$ cat config.mk
export PLATFORM = sky130hd
export DESIGN_NAME = ddcjtx_top
export DESIGN_NICKNAME = d
export VERILOG_FILES = /design/src/ddcjtx_pkg.sv /design/src/ddcjtx_buf2.sv /design/src/ddcjtx_top.sv
export VERILOG_INCLUDE_DIRS = /design/src
export SDC_FILE = /design/constraint.sdc
export NUM_CORES = 1
export LEC_CHECK = 0
export ABC_AREA = 1
export BUFFER_PORTS_ARGS = -buffer_cell sky130_fd_sc_hd__buf_4
export CAP_MARGIN = 20
export CORE_UTILIZATION = 58
export DETAILED_ROUTE_END_ITERATION = 10
export PLACE_DENSITY = 0.82
export SKIP_LAST_GASP = 1
export SLEW_MARGIN = 5
export SYNTH_ARGS = -nofsm -noshare
export SYNTH_HDL_FRONTEND = slang
export SYNTH_SLANG_ARGS = --single-unit
$ cat constraint.sdc
create_clock -name sys_clk -period 4.1 [get_ports sys_clk]
set_input_delay 0 -clock sys_clk [delete_from_list [all_inputs] [get_ports sys_clk]]
set_output_delay 0 -clock sys_clk [all_outputs]
set_load 0.005 [all_outputs]
$ cat src/ddcjtx_defines.svh
// timing, field and code constants for the ddc output and link transmitter
`ifndef DDCJTX_DEFINES_SVH
`define DDCJTX_DEFINES_SVH
// ----------------------------------------
// sample word layout
// ----------------------------------------
`define DDCJTX_WORD_W 16
`define DDCJTX_DATA_W 15
`define DDCJTX_DATA_LSB 1
`define DDCJTX_FLAG_POS 0
// ----------------------------------------
// link
// ----------------------------------------
`define DDCJTX_LANES 16
`define DDCJTX_K28_5 8'hBC
`define DDCJTX_K28_0 8'h1C
`define DDCJTX_K28_3 8'h7C
`define DDCJTX_ILAS_MF 3'h4
`define DDCJTX_MF_LEN 8'h20
`define DDCJTX_EMB_LEN 8'h20
`define DDCJTX_SH_DATA 2'h1
`define DDCJTX_SH_CTRL 2'h2
// ----------------------------------------
// link mode select decoding
// ----------------------------------------
`define DDCJTX_MODE_BYP 4'h0
`define DDCJTX_MODE_D4 4'h1
`define DDCJTX_MODE_D8 4'h2
`define DDCJTX_MODE_D16 4'h3
`define DDCJTX_MODE_D32 4'h4
`define DDCJTX_MODE_64B 4'h8
`endif

$ cat src/ddcjtx_pkg.sv
// types shared by the ddc output formatter and link transmitter
package ddcjtx_pkg;
  // decimation choice implied by the link mode
  typedef enum logic [2:0] {
    DDCJTX_DEC_BYP = 3'h0,
    DDCJTX_DEC_4 = 3'h1,
    DDCJTX_DEC_8 = 3'h2,
    DDCJTX_DEC_16 = 3'h3,
    DDCJTX_DEC_32 = 3'h4
  } ddcjtx_dec_t;
  // one formatted output pair
  typedef struct packed {
    logic [15:0] i_word;
    logic [15:0] q_word;
    logic cplx;
  } ddcjtx_pair_t;
  // link state, one-hot
  typedef enum logic [3:0] {
    DDCJTX_ST_CGS = 4'h1,
    DDCJTX_ST_WAIT = 4'h2,
    DDCJTX_ST_ILAS = 4'h4,
    DDCJTX_ST_DATA = 4'h8
  } ddcjtx_state_t;
endpackage

$ cat src/ddcjtx_buf2.sv
// two-entry valid/ready buffer in the sample path
`timescale 1ns/1ps
module ddcjtx_buf2 #(
  parameter int WIDTH = 33
) (
  input wire logic sys_clk,
  input wire logic rst_n,
  input wire logic in_valid,
  output logic in_ready,
  input wire logic [WIDTH-1:0] in_data,
  output logic out_valid,
  input wire logic out_ready,
  output logic [WIDTH-1:0] out_data
);
  logic [WIDTH-1:0] mem_r [2]; // two flop entries
  logic [WIDTH-1:0] mem_nxt [2];
  logic wp_r, wp_nxt; // write index
  logic rp_r, rp_nxt; // read index
  logic [1:0] cnt_r, cnt_nxt; // fill level
  logic push, pop;

  // ----------------------------------------
  // handshake, full and empty are honest
  // ----------------------------------------
  assign in_ready = (cnt_r != 2'h2);
  assign out_valid = (cnt_r != 2'h0);
  assign out_data = mem_r[rp_r]; // flop storage, indexed
  assign push = in_valid && in_ready;
  assign pop = out_valid && out_ready;

  // next state of indexes and storage
  always_comb begin
    mem_nxt = mem_r;
    wp_nxt = wp_r;
    rp_nxt = rp_r;
    cnt_nxt = cnt_r;
    if (push) begin
      mem_nxt[wp_r] = in_data;
      wp_nxt = ~wp_r;
    end
    if (pop) begin
      rp_nxt = ~rp_r;
    end
    if (push && !pop) begin
      cnt_nxt = cnt_r + 2'h1;
    end else if (pop && !push) begin
      cnt_nxt = cnt_r - 2'h1;
    end
  end

  // register only
  always_ff @(posedge sys_clk or negedge rst_n) begin
    if (!rst_n) begin
      mem_r[0] <= '0;
      mem_r[1] <= '0;
      wp_r <= 1'b0;
      rp_r <= 1'b0;
      cnt_r <= 2'h0;
    end else begin
      mem_r <= mem_nxt;
      wp_r <= wp_nxt;
      rp_r <= rp_nxt;
      cnt_r <= cnt_nxt;
    end
  end
endmodule // ddcjtx_buf2

$ cat src/ddcjtx_top.sv
// ddc output formatter and jesd-style link transmitter front end
// Functional notes
// - sample word 16 bits: 15 data, one flag
// - in-phase data bits 15:1, first flag bit 0
// - quadrature data upper bits, second flag lsb
// - decimation derived from link mode select
// - bypass forwards real undecimated samples
// - decimate by 4, 8, 16, 32 complex
// - gain boost one doubles amplitude
// - gain boost zero gives unity gain
// - up to sixteen output lanes
// - each lane 8b/10b or 64b/66b
// - low sync starts code group synchronisation
// - 64b/66b syncs on embedded sync headers
// - 64b/66b ignores sync for link purposes
// - one device clock runs all logic
// - sysref resets multiframe or multiblock counter
// - optional fec in 64b/66b, no 64b/80b
// - no crc3, no command channel bits
// - subclass 1 only, no subclass 2
// - lane alignment within single link only
// - sync timing suits both receiver revisions
// - sync request sends k28.5 on all lanes in use
// - after sync rise, wait lmfc, four-multiframe ilas
// - scrambling forced in 64b/66b, else enable bit
`timescale 1ns/1ps
`include "ddcjtx_defines.svh"
module ddcjtx_top #(
  parameter int LANES = `DDCJTX_LANES,
  parameter logic [7:0] MF_LEN = `DDCJTX_MF_LEN
) (
  input wire logic sys_clk, // single device clock
  input wire logic rst_n,
  input wire logic [3:0] link_mode_select,
  input wire logic gain_boost,
  input wire logic scrambler_enable,
  input wire logic fec_enable,
  input wire logic [4:0] lanes_used,
  input wire logic smp_valid,
  output logic smp_ready,
  input wire logic signed [14:0] smp_i,
  input wire logic signed [14:0] smp_q,
  input wire logic overrange_flag_first,
  input wire logic overrange_flag_second,
  input wire logic sync_n,
  input wire logic sysref,
  output logic [LANES*8-1:0] lane_octet,
  output logic [LANES-1:0] lane_is_k,
  output logic [LANES-1:0] lane_active,
  output logic [1:0] sync_header,
  output logic enc_64b66b,
  output logic scramble_on,
  output logic fec_on,
  output logic nco_sync,
  output logic [2:0] dec_factor,
  output logic link_up
);
  // ----------------------------------------
  // mode decode
  // ----------------------------------------
  // mode value picks decimation; one decode used in several places
  function automatic ddcjtx_pkg::ddcjtx_dec_t mode_dec(input logic [3:0] m);
    case (m[2:0])
      3'h1: mode_dec = ddcjtx_pkg::DDCJTX_DEC_4;
      3'h2: mode_dec = ddcjtx_pkg::DDCJTX_DEC_8;
      3'h3: mode_dec = ddcjtx_pkg::DDCJTX_DEC_16;
      3'h4: mode_dec = ddcjtx_pkg::DDCJTX_DEC_32;
      default: mode_dec = ddcjtx_pkg::DDCJTX_DEC_BYP;
    endcase
  endfunction

  ddcjtx_pkg::ddcjtx_dec_t dec_now; // decimation in force
  logic is_64b; // 64b/66b coding selected
  logic cplx; // complex output
  assign dec_now = mode_dec(link_mode_select);
  assign is_64b = (link_mode_select & `DDCJTX_MODE_64B) != 4'h0;
  assign cplx = (dec_now != ddcjtx_pkg::DDCJTX_DEC_BYP);
  assign dec_factor = dec_now;
  assign enc_64b66b = is_64b;
  assign scramble_on = is_64b | scrambler_enable;
  assign fec_on = is_64b & fec_enable; // fec only exists in 64b/66b

  // ----------------------------------------
  // input synchronisers for pins
  // ----------------------------------------
  logic sync_m_r, sync_s_r, sync_d_r; // sync_n two flops then history
  logic sref_m_r, sref_s_r, sref_d_r;
  logic sync_m_nxt, sync_s_nxt, sync_d_nxt, sref_m_nxt, sref_s_nxt, sref_d_nxt;
  always_comb begin
    sync_m_nxt = sync_n;
    sync_s_nxt = sync_m_r;
    sync_d_nxt = sync_s_r;
    sref_m_nxt = sysref;
    sref_s_nxt = sref_m_r;
    sref_d_nxt = sref_s_r;
  end
  always_ff @(posedge sys_clk or negedge rst_n) begin
    if (!rst_n) begin
      sync_m_r <= 1'b1;
      sync_s_r <= 1'b1;
      sync_d_r <= 1'b1;
      sref_m_r <= 1'b0;
      sref_s_r <= 1'b0;
      sref_d_r <= 1'b0;
    end else begin
      sync_m_r <= sync_m_nxt;
      sync_s_r <= sync_s_nxt;
      sync_d_r <= sync_d_nxt;
      sref_m_r <= sref_m_nxt;
      sref_s_r <= sref_s_nxt;
      sref_d_r <= sref_d_nxt;
    end
  end
  logic sref_rise;
  assign sref_rise = sref_s_r & ~sref_d_r;
  // sync used as nco sync only outside link duty in 64b/66b
  assign nco_sync = is_64b & ~sync_s_r;

  // ----------------------------------------
  // sample formatting
  // ----------------------------------------
  // boost doubles with saturation so wrap never appears
  function automatic logic [14:0] boost(input logic [14:0] x, input logic en);
    logic [15:0] d;
    d = {x[14], x} <<< 1;
    if (!en) begin
      boost = x; // unity gain
    end else if (d[15] != d[14]) begin
      boost = d[15] ? 15'h4000 : 15'h3FFF; // clip, cf. negative image caveat
    end else begin
      boost = d[14:0];
    end
  endfunction

  ddcjtx_pkg::ddcjtx_pair_t fmt; // packed pair into buffer
  ddcjtx_pkg::ddcjtx_pair_t buf_out;
  logic buf_valid, buf_ready;
  always_comb begin
    // data and flag packed in the same word, same cycle
    fmt.i_word = {boost(smp_i, gain_boost), overrange_flag_first};
    fmt.q_word = cplx ? {boost(smp_q, gain_boost), overrange_flag_second} : 16'h0000;
    fmt.cplx = cplx;
  end

  ddcjtx_buf2 #(
    .WIDTH($bits(ddcjtx_pkg::ddcjtx_pair_t))
  ) u_buf (
    .sys_clk(sys_clk),
    .rst_n(rst_n),
    .in_valid(smp_valid),
    .in_ready(smp_ready),
    .in_data(fmt),
    .out_valid(buf_valid),
    .out_ready(buf_ready),
    .out_data(buf_out)
  );

  // ----------------------------------------
  // multiframe / extended multiblock counter
  // ----------------------------------------
  logic [7:0] lmfc_r, lmfc_nxt;
  logic lmfc_edge;
  always_comb begin
    // sysref restarts the count at a known phase
    if (sref_rise || lmfc_r == MF_LEN - 8'h01) begin
      lmfc_nxt = 8'h00;
    end else begin
      lmfc_nxt = lmfc_r + 8'h01;
    end
  end
  // boundary is the last count, so ilas opens on count zero
  assign lmfc_edge = (lmfc_nxt == 8'h00);
  always_ff @(posedge sys_clk or negedge rst_n) begin
    if (!rst_n) begin
      lmfc_r <= 8'h00;
    end else begin
      lmfc_r <= lmfc_nxt;
    end
  end

  // ----------------------------------------
  // link state machine
  // ----------------------------------------
  ddcjtx_pkg::ddcjtx_state_t st_r, st_nxt;
  logic [2:0] ilas_mf_r, ilas_mf_nxt; // multiframes of ilas sent
  logic sync_req;
  // low level from either receiver style is a request
  assign sync_req = ~sync_s_r & ~is_64b;
  always_comb begin
    st_nxt = st_r;
    ilas_mf_nxt = ilas_mf_r;
    case (st_r)
      ddcjtx_pkg::DDCJTX_ST_CGS: begin
        // 64b/66b needs no handshake, headers carry block lock
        if (is_64b) begin
          st_nxt = ddcjtx_pkg::DDCJTX_ST_DATA;
        end else if (sync_s_r && !sync_d_r) begin
          // only a real low-to-high edge releases; idle high after reset does not
          st_nxt = ddcjtx_pkg::DDCJTX_ST_WAIT; // sync released
        end
      end
      ddcjtx_pkg::DDCJTX_ST_WAIT: begin
        if (sync_req) begin
          st_nxt = ddcjtx_pkg::DDCJTX_ST_CGS;
        end else if (lmfc_edge) begin
          st_nxt = ddcjtx_pkg::DDCJTX_ST_ILAS;
          ilas_mf_nxt = 3'h0;
        end
      end
      ddcjtx_pkg::DDCJTX_ST_ILAS: begin
        if (sync_req) begin
          st_nxt = ddcjtx_pkg::DDCJTX_ST_CGS;
        end else if (lmfc_r == MF_LEN - 8'h01) begin
          ilas_mf_nxt = ilas_mf_r + 3'h1;
          if (ilas_mf_r == `DDCJTX_ILAS_MF - 3'h1) begin
            st_nxt = ddcjtx_pkg::DDCJTX_ST_DATA; // four multiframes done
          end
        end
      end
      ddcjtx_pkg::DDCJTX_ST_DATA: begin
        if (sync_req) begin
          st_nxt = ddcjtx_pkg::DDCJTX_ST_CGS; // re-request
        end
      end
      default: st_nxt = ddcjtx_pkg::DDCJTX_ST_CGS;
    endcase
  end
  always_ff @(posedge sys_clk or negedge rst_n) begin
    if (!rst_n) begin
      st_r <= ddcjtx_pkg::DDCJTX_ST_CGS;
      ilas_mf_r <= 3'h0;
    end else begin
      st_r <= st_nxt;
      ilas_mf_r <= ilas_mf_nxt;
    end
  end
  assign link_up = (st_r == ddcjtx_pkg::DDCJTX_ST_DATA);
  // samples drain only while data flows; stall otherwise fills buffer
  assign buf_ready = link_up;

  // ----------------------------------------
  // lane octet generation
  // ----------------------------------------
  logic [LANES*8-1:0] oct_r, oct_nxt;
  logic [LANES-1:0] k_r, k_nxt, act_r, act_nxt;
  logic [1:0] sh_r, sh_nxt;
  logic [63:0] payload; // word pair repeated across lanes
  assign payload = {buf_out.i_word, buf_out.q_word, buf_out.i_word, buf_out.q_word};

  genvar g;
  generate
    for (g = 0; g < LANES; g++) begin : g_lane
      always_comb begin
        // only the lanes in use carry traffic
        act_nxt[g] = (g < lanes_used);
        if (!act_nxt[g]) begin
          oct_nxt[g*8 +: 8] = 8'h00;
          k_nxt[g] = 1'b0;
        end else if (st_r == ddcjtx_pkg::DDCJTX_ST_CGS || st_r == ddcjtx_pkg::DDCJTX_ST_WAIT) begin
          oct_nxt[g*8 +: 8] = is_64b ? 8'h00 : `DDCJTX_K28_5; // commas on all lanes
          k_nxt[g] = ~is_64b;
        end else if (st_r == ddcjtx_pkg::DDCJTX_ST_ILAS) begin
          // multiframe marked by start and end control characters
          if (lmfc_r == 8'h00) begin
            oct_nxt[g*8 +: 8] = `DDCJTX_K28_0;
            k_nxt[g] = 1'b1;
          end else if (lmfc_r == MF_LEN - 8'h01) begin
            oct_nxt[g*8 +: 8] = `DDCJTX_K28_3;
            k_nxt[g] = 1'b1;
          end else begin
            oct_nxt[g*8 +: 8] = lmfc_r; // ramp filler, never scrambled
            k_nxt[g] = 1'b0;
          end
        end else begin
          oct_nxt[g*8 +: 8] = buf_valid ? payload[(g%8)*8 +: 8] : 8'h00;
          k_nxt[g] = 1'b0;
        end
      end
    end
  endgenerate

  always_comb begin
    // header only marks data; no crc3 or command bits inside
    sh_nxt = is_64b ? `DDCJTX_SH_DATA : 2'h0;
  end

  always_ff @(posedge sys_clk or negedge rst_n) begin
    if (!rst_n) begin
      oct_r <= '0;
      k_r <= '0;
      act_r <= '0;
      sh_r <= 2'h0;
    end else begin
      oct_r <= oct_nxt;
      k_r <= k_nxt;
      act_r <= act_nxt;
      sh_r <= sh_nxt;
    end
  end
  assign lane_octet = oct_r;
  assign lane_is_k = k_r;
  assign lane_active = act_r;
  assign sync_header = sh_r;
endmodule // ddcjtx_top

# == Word level (Yosys, flattened, before mapping) ==
# Cells that the tools add are included.
# totals
reg_bits,252
in_bits,49
out_inout_bits,171
# op_classes
n_reduce_logical,19
order_cmp,19
mux,83
eq_ne,22
bitwise_logic,12
add_sub_neg,4
# ops
op,n
2-to-1 mux 8 bit,32
2-to-1 mux 33 bit,4
2-to-1 mux 15 bit,6
bitwise mux 66 bit,1
"< comparator 4 x 5 -> 1 bit, first input constant",8
demux 33 bit (select 1 bit),1
2-to-1 mux 4 bit,8
2-to-1 mux 1 bit,21
"< comparator 3 x 5 -> 1 bit, first input constant",4
zero test 8 bit,2
2-to-1 mux 16 bit,1
one-hot mux 4 bit (4 select lines),1
2-to-1 mux 3 bit,4
one-hot mux 3 bit (4 select lines),1
"< comparator 1 x 5 -> 1 bit, first input constant",2
"< comparator 2 x 5 -> 1 bit, first input constant",2
"!= test 2 bit, second input constant",5
AND reduction 5 bit,2
"== test 3 x 2 -> 1 bit, second input constant",3
"!= test 3 bit, second input constant",3
"adder 8 x 1 -> 8 bit, second input constant",1
"== test 8 x 5 -> 1 bit, second input constant",1
logical AND 1 bit,6
one-hot mux 3 bit (2 select lines),1
23 further kinds,39

# == Logic depth before layout (Yosys ltp) ==
# logic_depth
ltp_word,8
ltp_mapped,13
ltp_nobuf,13

# == Modules after synthesis ==
# A second synthesis with hierarchy kept.
# hier_totals
cells_unflattened,1196
hier_area_um2,10608.9
# modules_own_cells
mod,seq_area_each_um2,area_each_um2,cells_each,instances
ddcjtx_top,4559.4,7216.9,768,1
ddcjtx_buf2,1751.7,3392.0,428,1

# == Least setup slack after synthesis ==
# OpenSTA, ideal clock, no wires.
# synth_timing
kind,register -> register
from,register lmfc_r[0]
to,register oct_r[114] (netlist: lane_octet[114])
path_slack_ps,2502
path_buffers,0
arrival_time_ps,1476
synth_period_minus_slack_ps,1598
setup_ps,122
stages_incl_launch_ff,12
required_time_ps,3978
path_cell_list,dfrtp_1 > ha_1 > nand2_1 > nor2_4 > nand2_4 > nand2_2 > nand2_4 > nand2_4 > inv_4 > o21ai_4 > o21ai_4 > nor2_1
# synth_via
elab_chain_len,6
elab_cells_between_ends,7
cone_classes,eq/ne (1); mux (5); reduce/logical (1)
# synth_rtl
element,line,rtl
start: declaration,ddcjtx_top.sv:161,"logic [7:0] lmfc_r, lmfc_nxt;"
start signal: assignment,ddcjtx_top.sv:177,lmfc_r <= lmfc_nxt;
== test 8 x 5 -> 1 bit,ddcjtx_top.sv:267,end else if (lmfc_r == MF_LEN - 8'h01) begin
2-to-1 mux 8 bit,ddcjtx_top.sv:267,
2-to-1 mux 8 bit (*),ddcjtx_top.sv:264,if (lmfc_r == 8'h00) begin
2-to-1 mux 8 bit (*),ddcjtx_top.sv:262,end else if (st_r == ddcjtx_pkg::DDCJTX_ST_ILAS) begin
2-to-1 mux 8 bit (*),ddcjtx_top.sv:259,end else if (st_r == ddcjtx_pkg::DDCJTX_ST_CGS || st_r == ddcjtx_pkg::DDCJTX_ST_WAIT) begin
2-to-1 mux 8 bit (*),ddcjtx_top.sv:256,if (!act_nxt[g]) begin
via oct_nxt[114],ddcjtx_top.sv:244,"logic [LANES*8-1:0] oct_r, oct_nxt;"
end signal: assignment,ddcjtx_top.sv:294,oct_r <= oct_nxt;
end: declaration,ddcjtx_top.sv:244,
# Mark *: on every way through the listed nets, which the timed path passes. The rest lies on a longest branch.
# A chain may end at the register's enable or synchronous reset.

# == Worst setup path in the final report ==
# layout_timing
from,input lanes_used[3]
to,register act_r[0] (netlist: lane_active[0])
# layout_via
elab_chain_len,1
# layout_rtl
element,line,rtl
start: declaration,ddcjtx_top.sv:38,"input wire logic [4:0] lanes_used,"
< comparator 1 x 5 -> 1 bit,ddcjtx_top.sv:255,act_nxt[g] = (g < lanes_used);
via act_nxt[0],ddcjtx_top.sv:245,"logic [LANES-1:0] k_r, k_nxt, act_r, act_nxt;"
end signal: assignment,ddcjtx_top.sv:296,act_r <= act_nxt;
end: declaration,ddcjtx_top.sv:245,
# The timed path passes the listed nets, and every way through them passes these cells.

==> results.sh <==
export IMPL_outcome="completed"
export IMPL_clock_network_latency_to_the_later_pin_of_the_worst_skew_pair_ns=0.53
export IMPL_fin_setup_tns_ns=0
export IMPL_critPathKind="in -> reg"
export IMPL_ir_worst_vdd_mv=0.514
export IMPL_area_growth_synth_to_final_pct=32.0
export IMPL_detail_route_iter0_violations=826
export IMPL_cts_resized_gates=0
export IMPL_synth_flop_cell="dfrtp_1"
export IMPL_finalPower_mw=10.6
export IMPL_number_of_global_route_vias_before_repair=8284
export IMPL_critical_path_arrival_ns=3.76
export IMPL_cts_htree_levels=1
export IMPL_drv_slew=0
export IMPL_gp_congestion=0.914
export IMPL_power_density_nw_per_um2=809
export IMPL_nNetsFinal=1312
export IMPL_synth_warnings=0
export IMPL_initial_core_util_pct=59.8
export IMPL_clockBufferDepth=3
export IMPL_tmin_final_ns=3.33
export IMPL_rrSetupSlack_ns=1.72
export IMPL_port_buffers=218
export IMPL_cts_inserted_buffers=24
export IMPL_critPathLaunch="lanes_used[3]"
export IMPL_detail_route_wirelength_um=29700
export IMPL_drive_above_1_share_pct=27.5
export IMPL_unrepaired_setup_endpoints_after_global_routing="false"
export IMPL_list_of_most_frequent_post_synthesis_cells="dfrtp_1, nand2_1, nor2_1, o21ai_0, inv_1"
export IMPL_die_area_sq_um=17700
export IMPL_vias_per_cell=5.61
export IMPL_clkSinkCount=250
export IMPL_worst_slew_pin_slew_ns=0.945
export IMPL_whs_ns=0.0533
export IMPL_place_hpwl_um=19300
export IMPL_worstSetupEndpointType="flip-flop"
export IMPL_pin_count=220
export IMPL_synthDistinctLibCells=45
export IMPL_tritoncts="done"
export IMPL_synth_yosys_seq_area_share_pct=62.9
export IMPL_synth_area_per_cell_sq_um=10.0
export IMPL_finalSetupViolations=0
export IMPL_post_cts_hold_buffer_count=51
export IMPL_grt_max_degree=129
export IMPL_synth_area_top_cells="dfrtp_1, nand2_1, nor2_1"
export IMPL_synth_edff_count=0
export IMPL_placeableCoreArea_sq_um=16600
export IMPL_wl_per_cell_um=19.9
export IMPL_gr_usage_total_pct=34.2
export IMPL_clock_root_buffer="clkbuf_16"
export IMPL_clk_pin_slew_worst_paths_ns=0.06
export IMPL_setup_worst_path_start_class="input pin"
export IMPL_post_cts_setup_bufs=0
export IMPL_wire_length_of_the_first_global_routing_pass_um=46200
export IMPL_final_min_period_over_clock_period_pct=81.3
export IMPL_num_rows=47
export IMPL_timing_clock_skew_ns=0.0114
export IMPL_post_synth_inst_count=993
export IMPL_yosysTopAreaCellShare_pct=61.9
export IMPL_overall_overflow_remaining_after_global_route=0
export IMPL_detail_route_drc_violations=0
export IMPL_detailroute_via_count=8378
export IMPL_fin_ws_ns=0.766
export IMPL_upper_clock_frequency_limit_mhz=300
export IMPL_total_leakage_power_nw=6.78
export IMPL_crit_path_max_fanout=12
export IMPL_yosys_register_bits=250
export IMPL_number_of_filler_cells_placed_in_the_layout=968
export IMPL_end_point_of_the_critical_path="lane_active[0]"
export IMPL_postSynthNetCount=1049
export IMPL_final_hold_viol_count=0
export IMPL_synthMostInstantiatedCell="dfrtp_1"
export IMPL_worst_ep_required_time_ns=4.52
export IMPL_die_height_um=133
export IMPL_timing_max_cap_violations=0
export IMPL_class_of_the_tightest_hold_or_removal_check="in -> reg"
export IMPL_fp_dieW_um=133
export IMPL_drt_pass1_iter_count=5
export IMPL_r2r_start="u_buf.cnt_r[1]"
export IMPL_final_antenna_net_count=0
export IMPL_synth_cell_area_sq_um=9950
export IMPL_grt_antenna_before_repair=0
export IMPL_synth_area_leader_cell="dfrtp_1"
export IMPL_max_slew_margin_rel_pct=36.7
export IMPL_n_antenna_cell=0
export IMPL_timing_rr_end="lane_octet[35]"
export IMPL_share_of_flip_flops_with_an_asynchronous_set_or_reset_pct=100
export IMPL_placement_setup_worst_slack_ns=1.47
export IMPL_timing_reg2reg_worst_path_depth=6
==> flip-flops by register name (all words and copies together), names as in the netlist <==
| name | cells |
|---|---|
| sync_m_r | 1 |
| sref_m_r | 1 |
| u_buf.wp_r | 1 |
| lmfc_r | 8 |
| sync_d_r | 1 |
| lane_is_k | 16 |
| lane_octet | 128 |
| sync_d_nxt | 1 |
| sref_d_nxt | 1 |
| u_buf.cnt_r | 2 |
| st_r | 4 |
| lane_active | 16 |
| sref_d_r | 1 |
| ilas_mf_r | 3 |
| u_buf.mem_r | 64 |
| sync_header | 1 |
| u_buf.rp_r | 1 |
==> where the power goes <==
part / leakage (nW) / internal (mW) / switching (mW) / total (mW)
logic: 3.18 / 1.63 / 2.66 / 4.29
registers: 3.17 / 3.43 / 0.463 / 3.89
clock network: 0.434 / 1.50 / 0.957 / 2.46
==> area by class of cell <==
type / count / area [sq um] / area share [%]
flip-flops and latches: 250 / 6260 / 47.7
multi-input cells: 611 / 3150 / 24.0
repair buffers: 276 / 2200 / 16.8
clock buffers: 37 / 741 / 5.64
inverters: 93 / 362 / 2.75
well taps: 220 / 275 / 2.10
clock inverters: 7 / 146 / 1.11
==> worst min path at each step <==
stage,start,endpoint,slack [ns],depth (start not counted)
finish,smp_q[12],u_buf.mem_r[48],0.05,5
global route,smp_q[12],u_buf.mem_r[48],0.08,5
CTS,smp_q[10],u_buf.mem_r[12],0.05,3
detailed placement,sysref,sref_m_r,0.11,1
global placement,sync_n,sync_m_r,0.11,1
floorplan,rst_n,ilas_mf_r[0],-0.30,0
==> per-stage QoR <==
stage	cells	instance area (sq um)	utilization [%]
floorplan	993	9950	-
global placement	1398	11700	70.5
detailed placement	1399	11700	70.5
CTS	1494	13100	78.9
global route	1494	13100	78.9
finish	1494	13100	78.9
==> critical path, cell delays in order <==
cell and delay [ns]:
dlygate4sd3_1 0.54, buf_4 0.14, nor2_1 0.72, inv_1 0.17, nor2_1 0.64, inv_1 0.22
nor2_4 0.31, inv_2 0.10, nor2_4 0.25, dlygate4sd3_1 0.60, inv_1 0.04
==> layout by cell type (no fill, tap or decap), types with 13 or more instances in the layout <==
| master | count |
|---|---|
| a21oi_1 | 23 |
| buf_4 | 223 |
| clkbuf_16 | 25 |
| dfrtp_1 | 246 |
| dlygate4sd3_1 | 51 |
| inv_1 | 73 |
| nand2_1 | 182 |
| nand3_1 | 16 |
| nor2_1 | 178 |
| nor2_2 | 20 |
| o21ai_0 | 79 |
| o221ai_1 | 13 |
| o22ai_1 | 13 |
==> metal layers <==
metal / GRT usage (%) / vias to the layer above / part of all wire [%]
met5: 0 / - / 0
met4: 13.4 / 0 / 3.9
met3: 6.17 / 89 / 7.8
met2: 57.8 / 451 / 50
met1: 44.0 / 4154 / 38
li1: - / 3684 / -
==> cell families (layout without fill, tap and decap cells) <==
kind of cell             Yosys count  count (layout)  share of synthesized area (%)
flip-flops                       250             250                           62.9
AO/OA/AOI/OAI                    164             164                           10.9
other                              1               1                         0.0377
multiplexers                       6               6                          0.629
buffers and inverters            132             413                           5.47
adder cells (fa/ha/maj)            7               7                          0.880
AND/OR/NAND/NOR                  429             429                           18.8
XOR/XNOR                           4               4                          0.352
No activity file was read; power rests on OpenSTA's default activity.
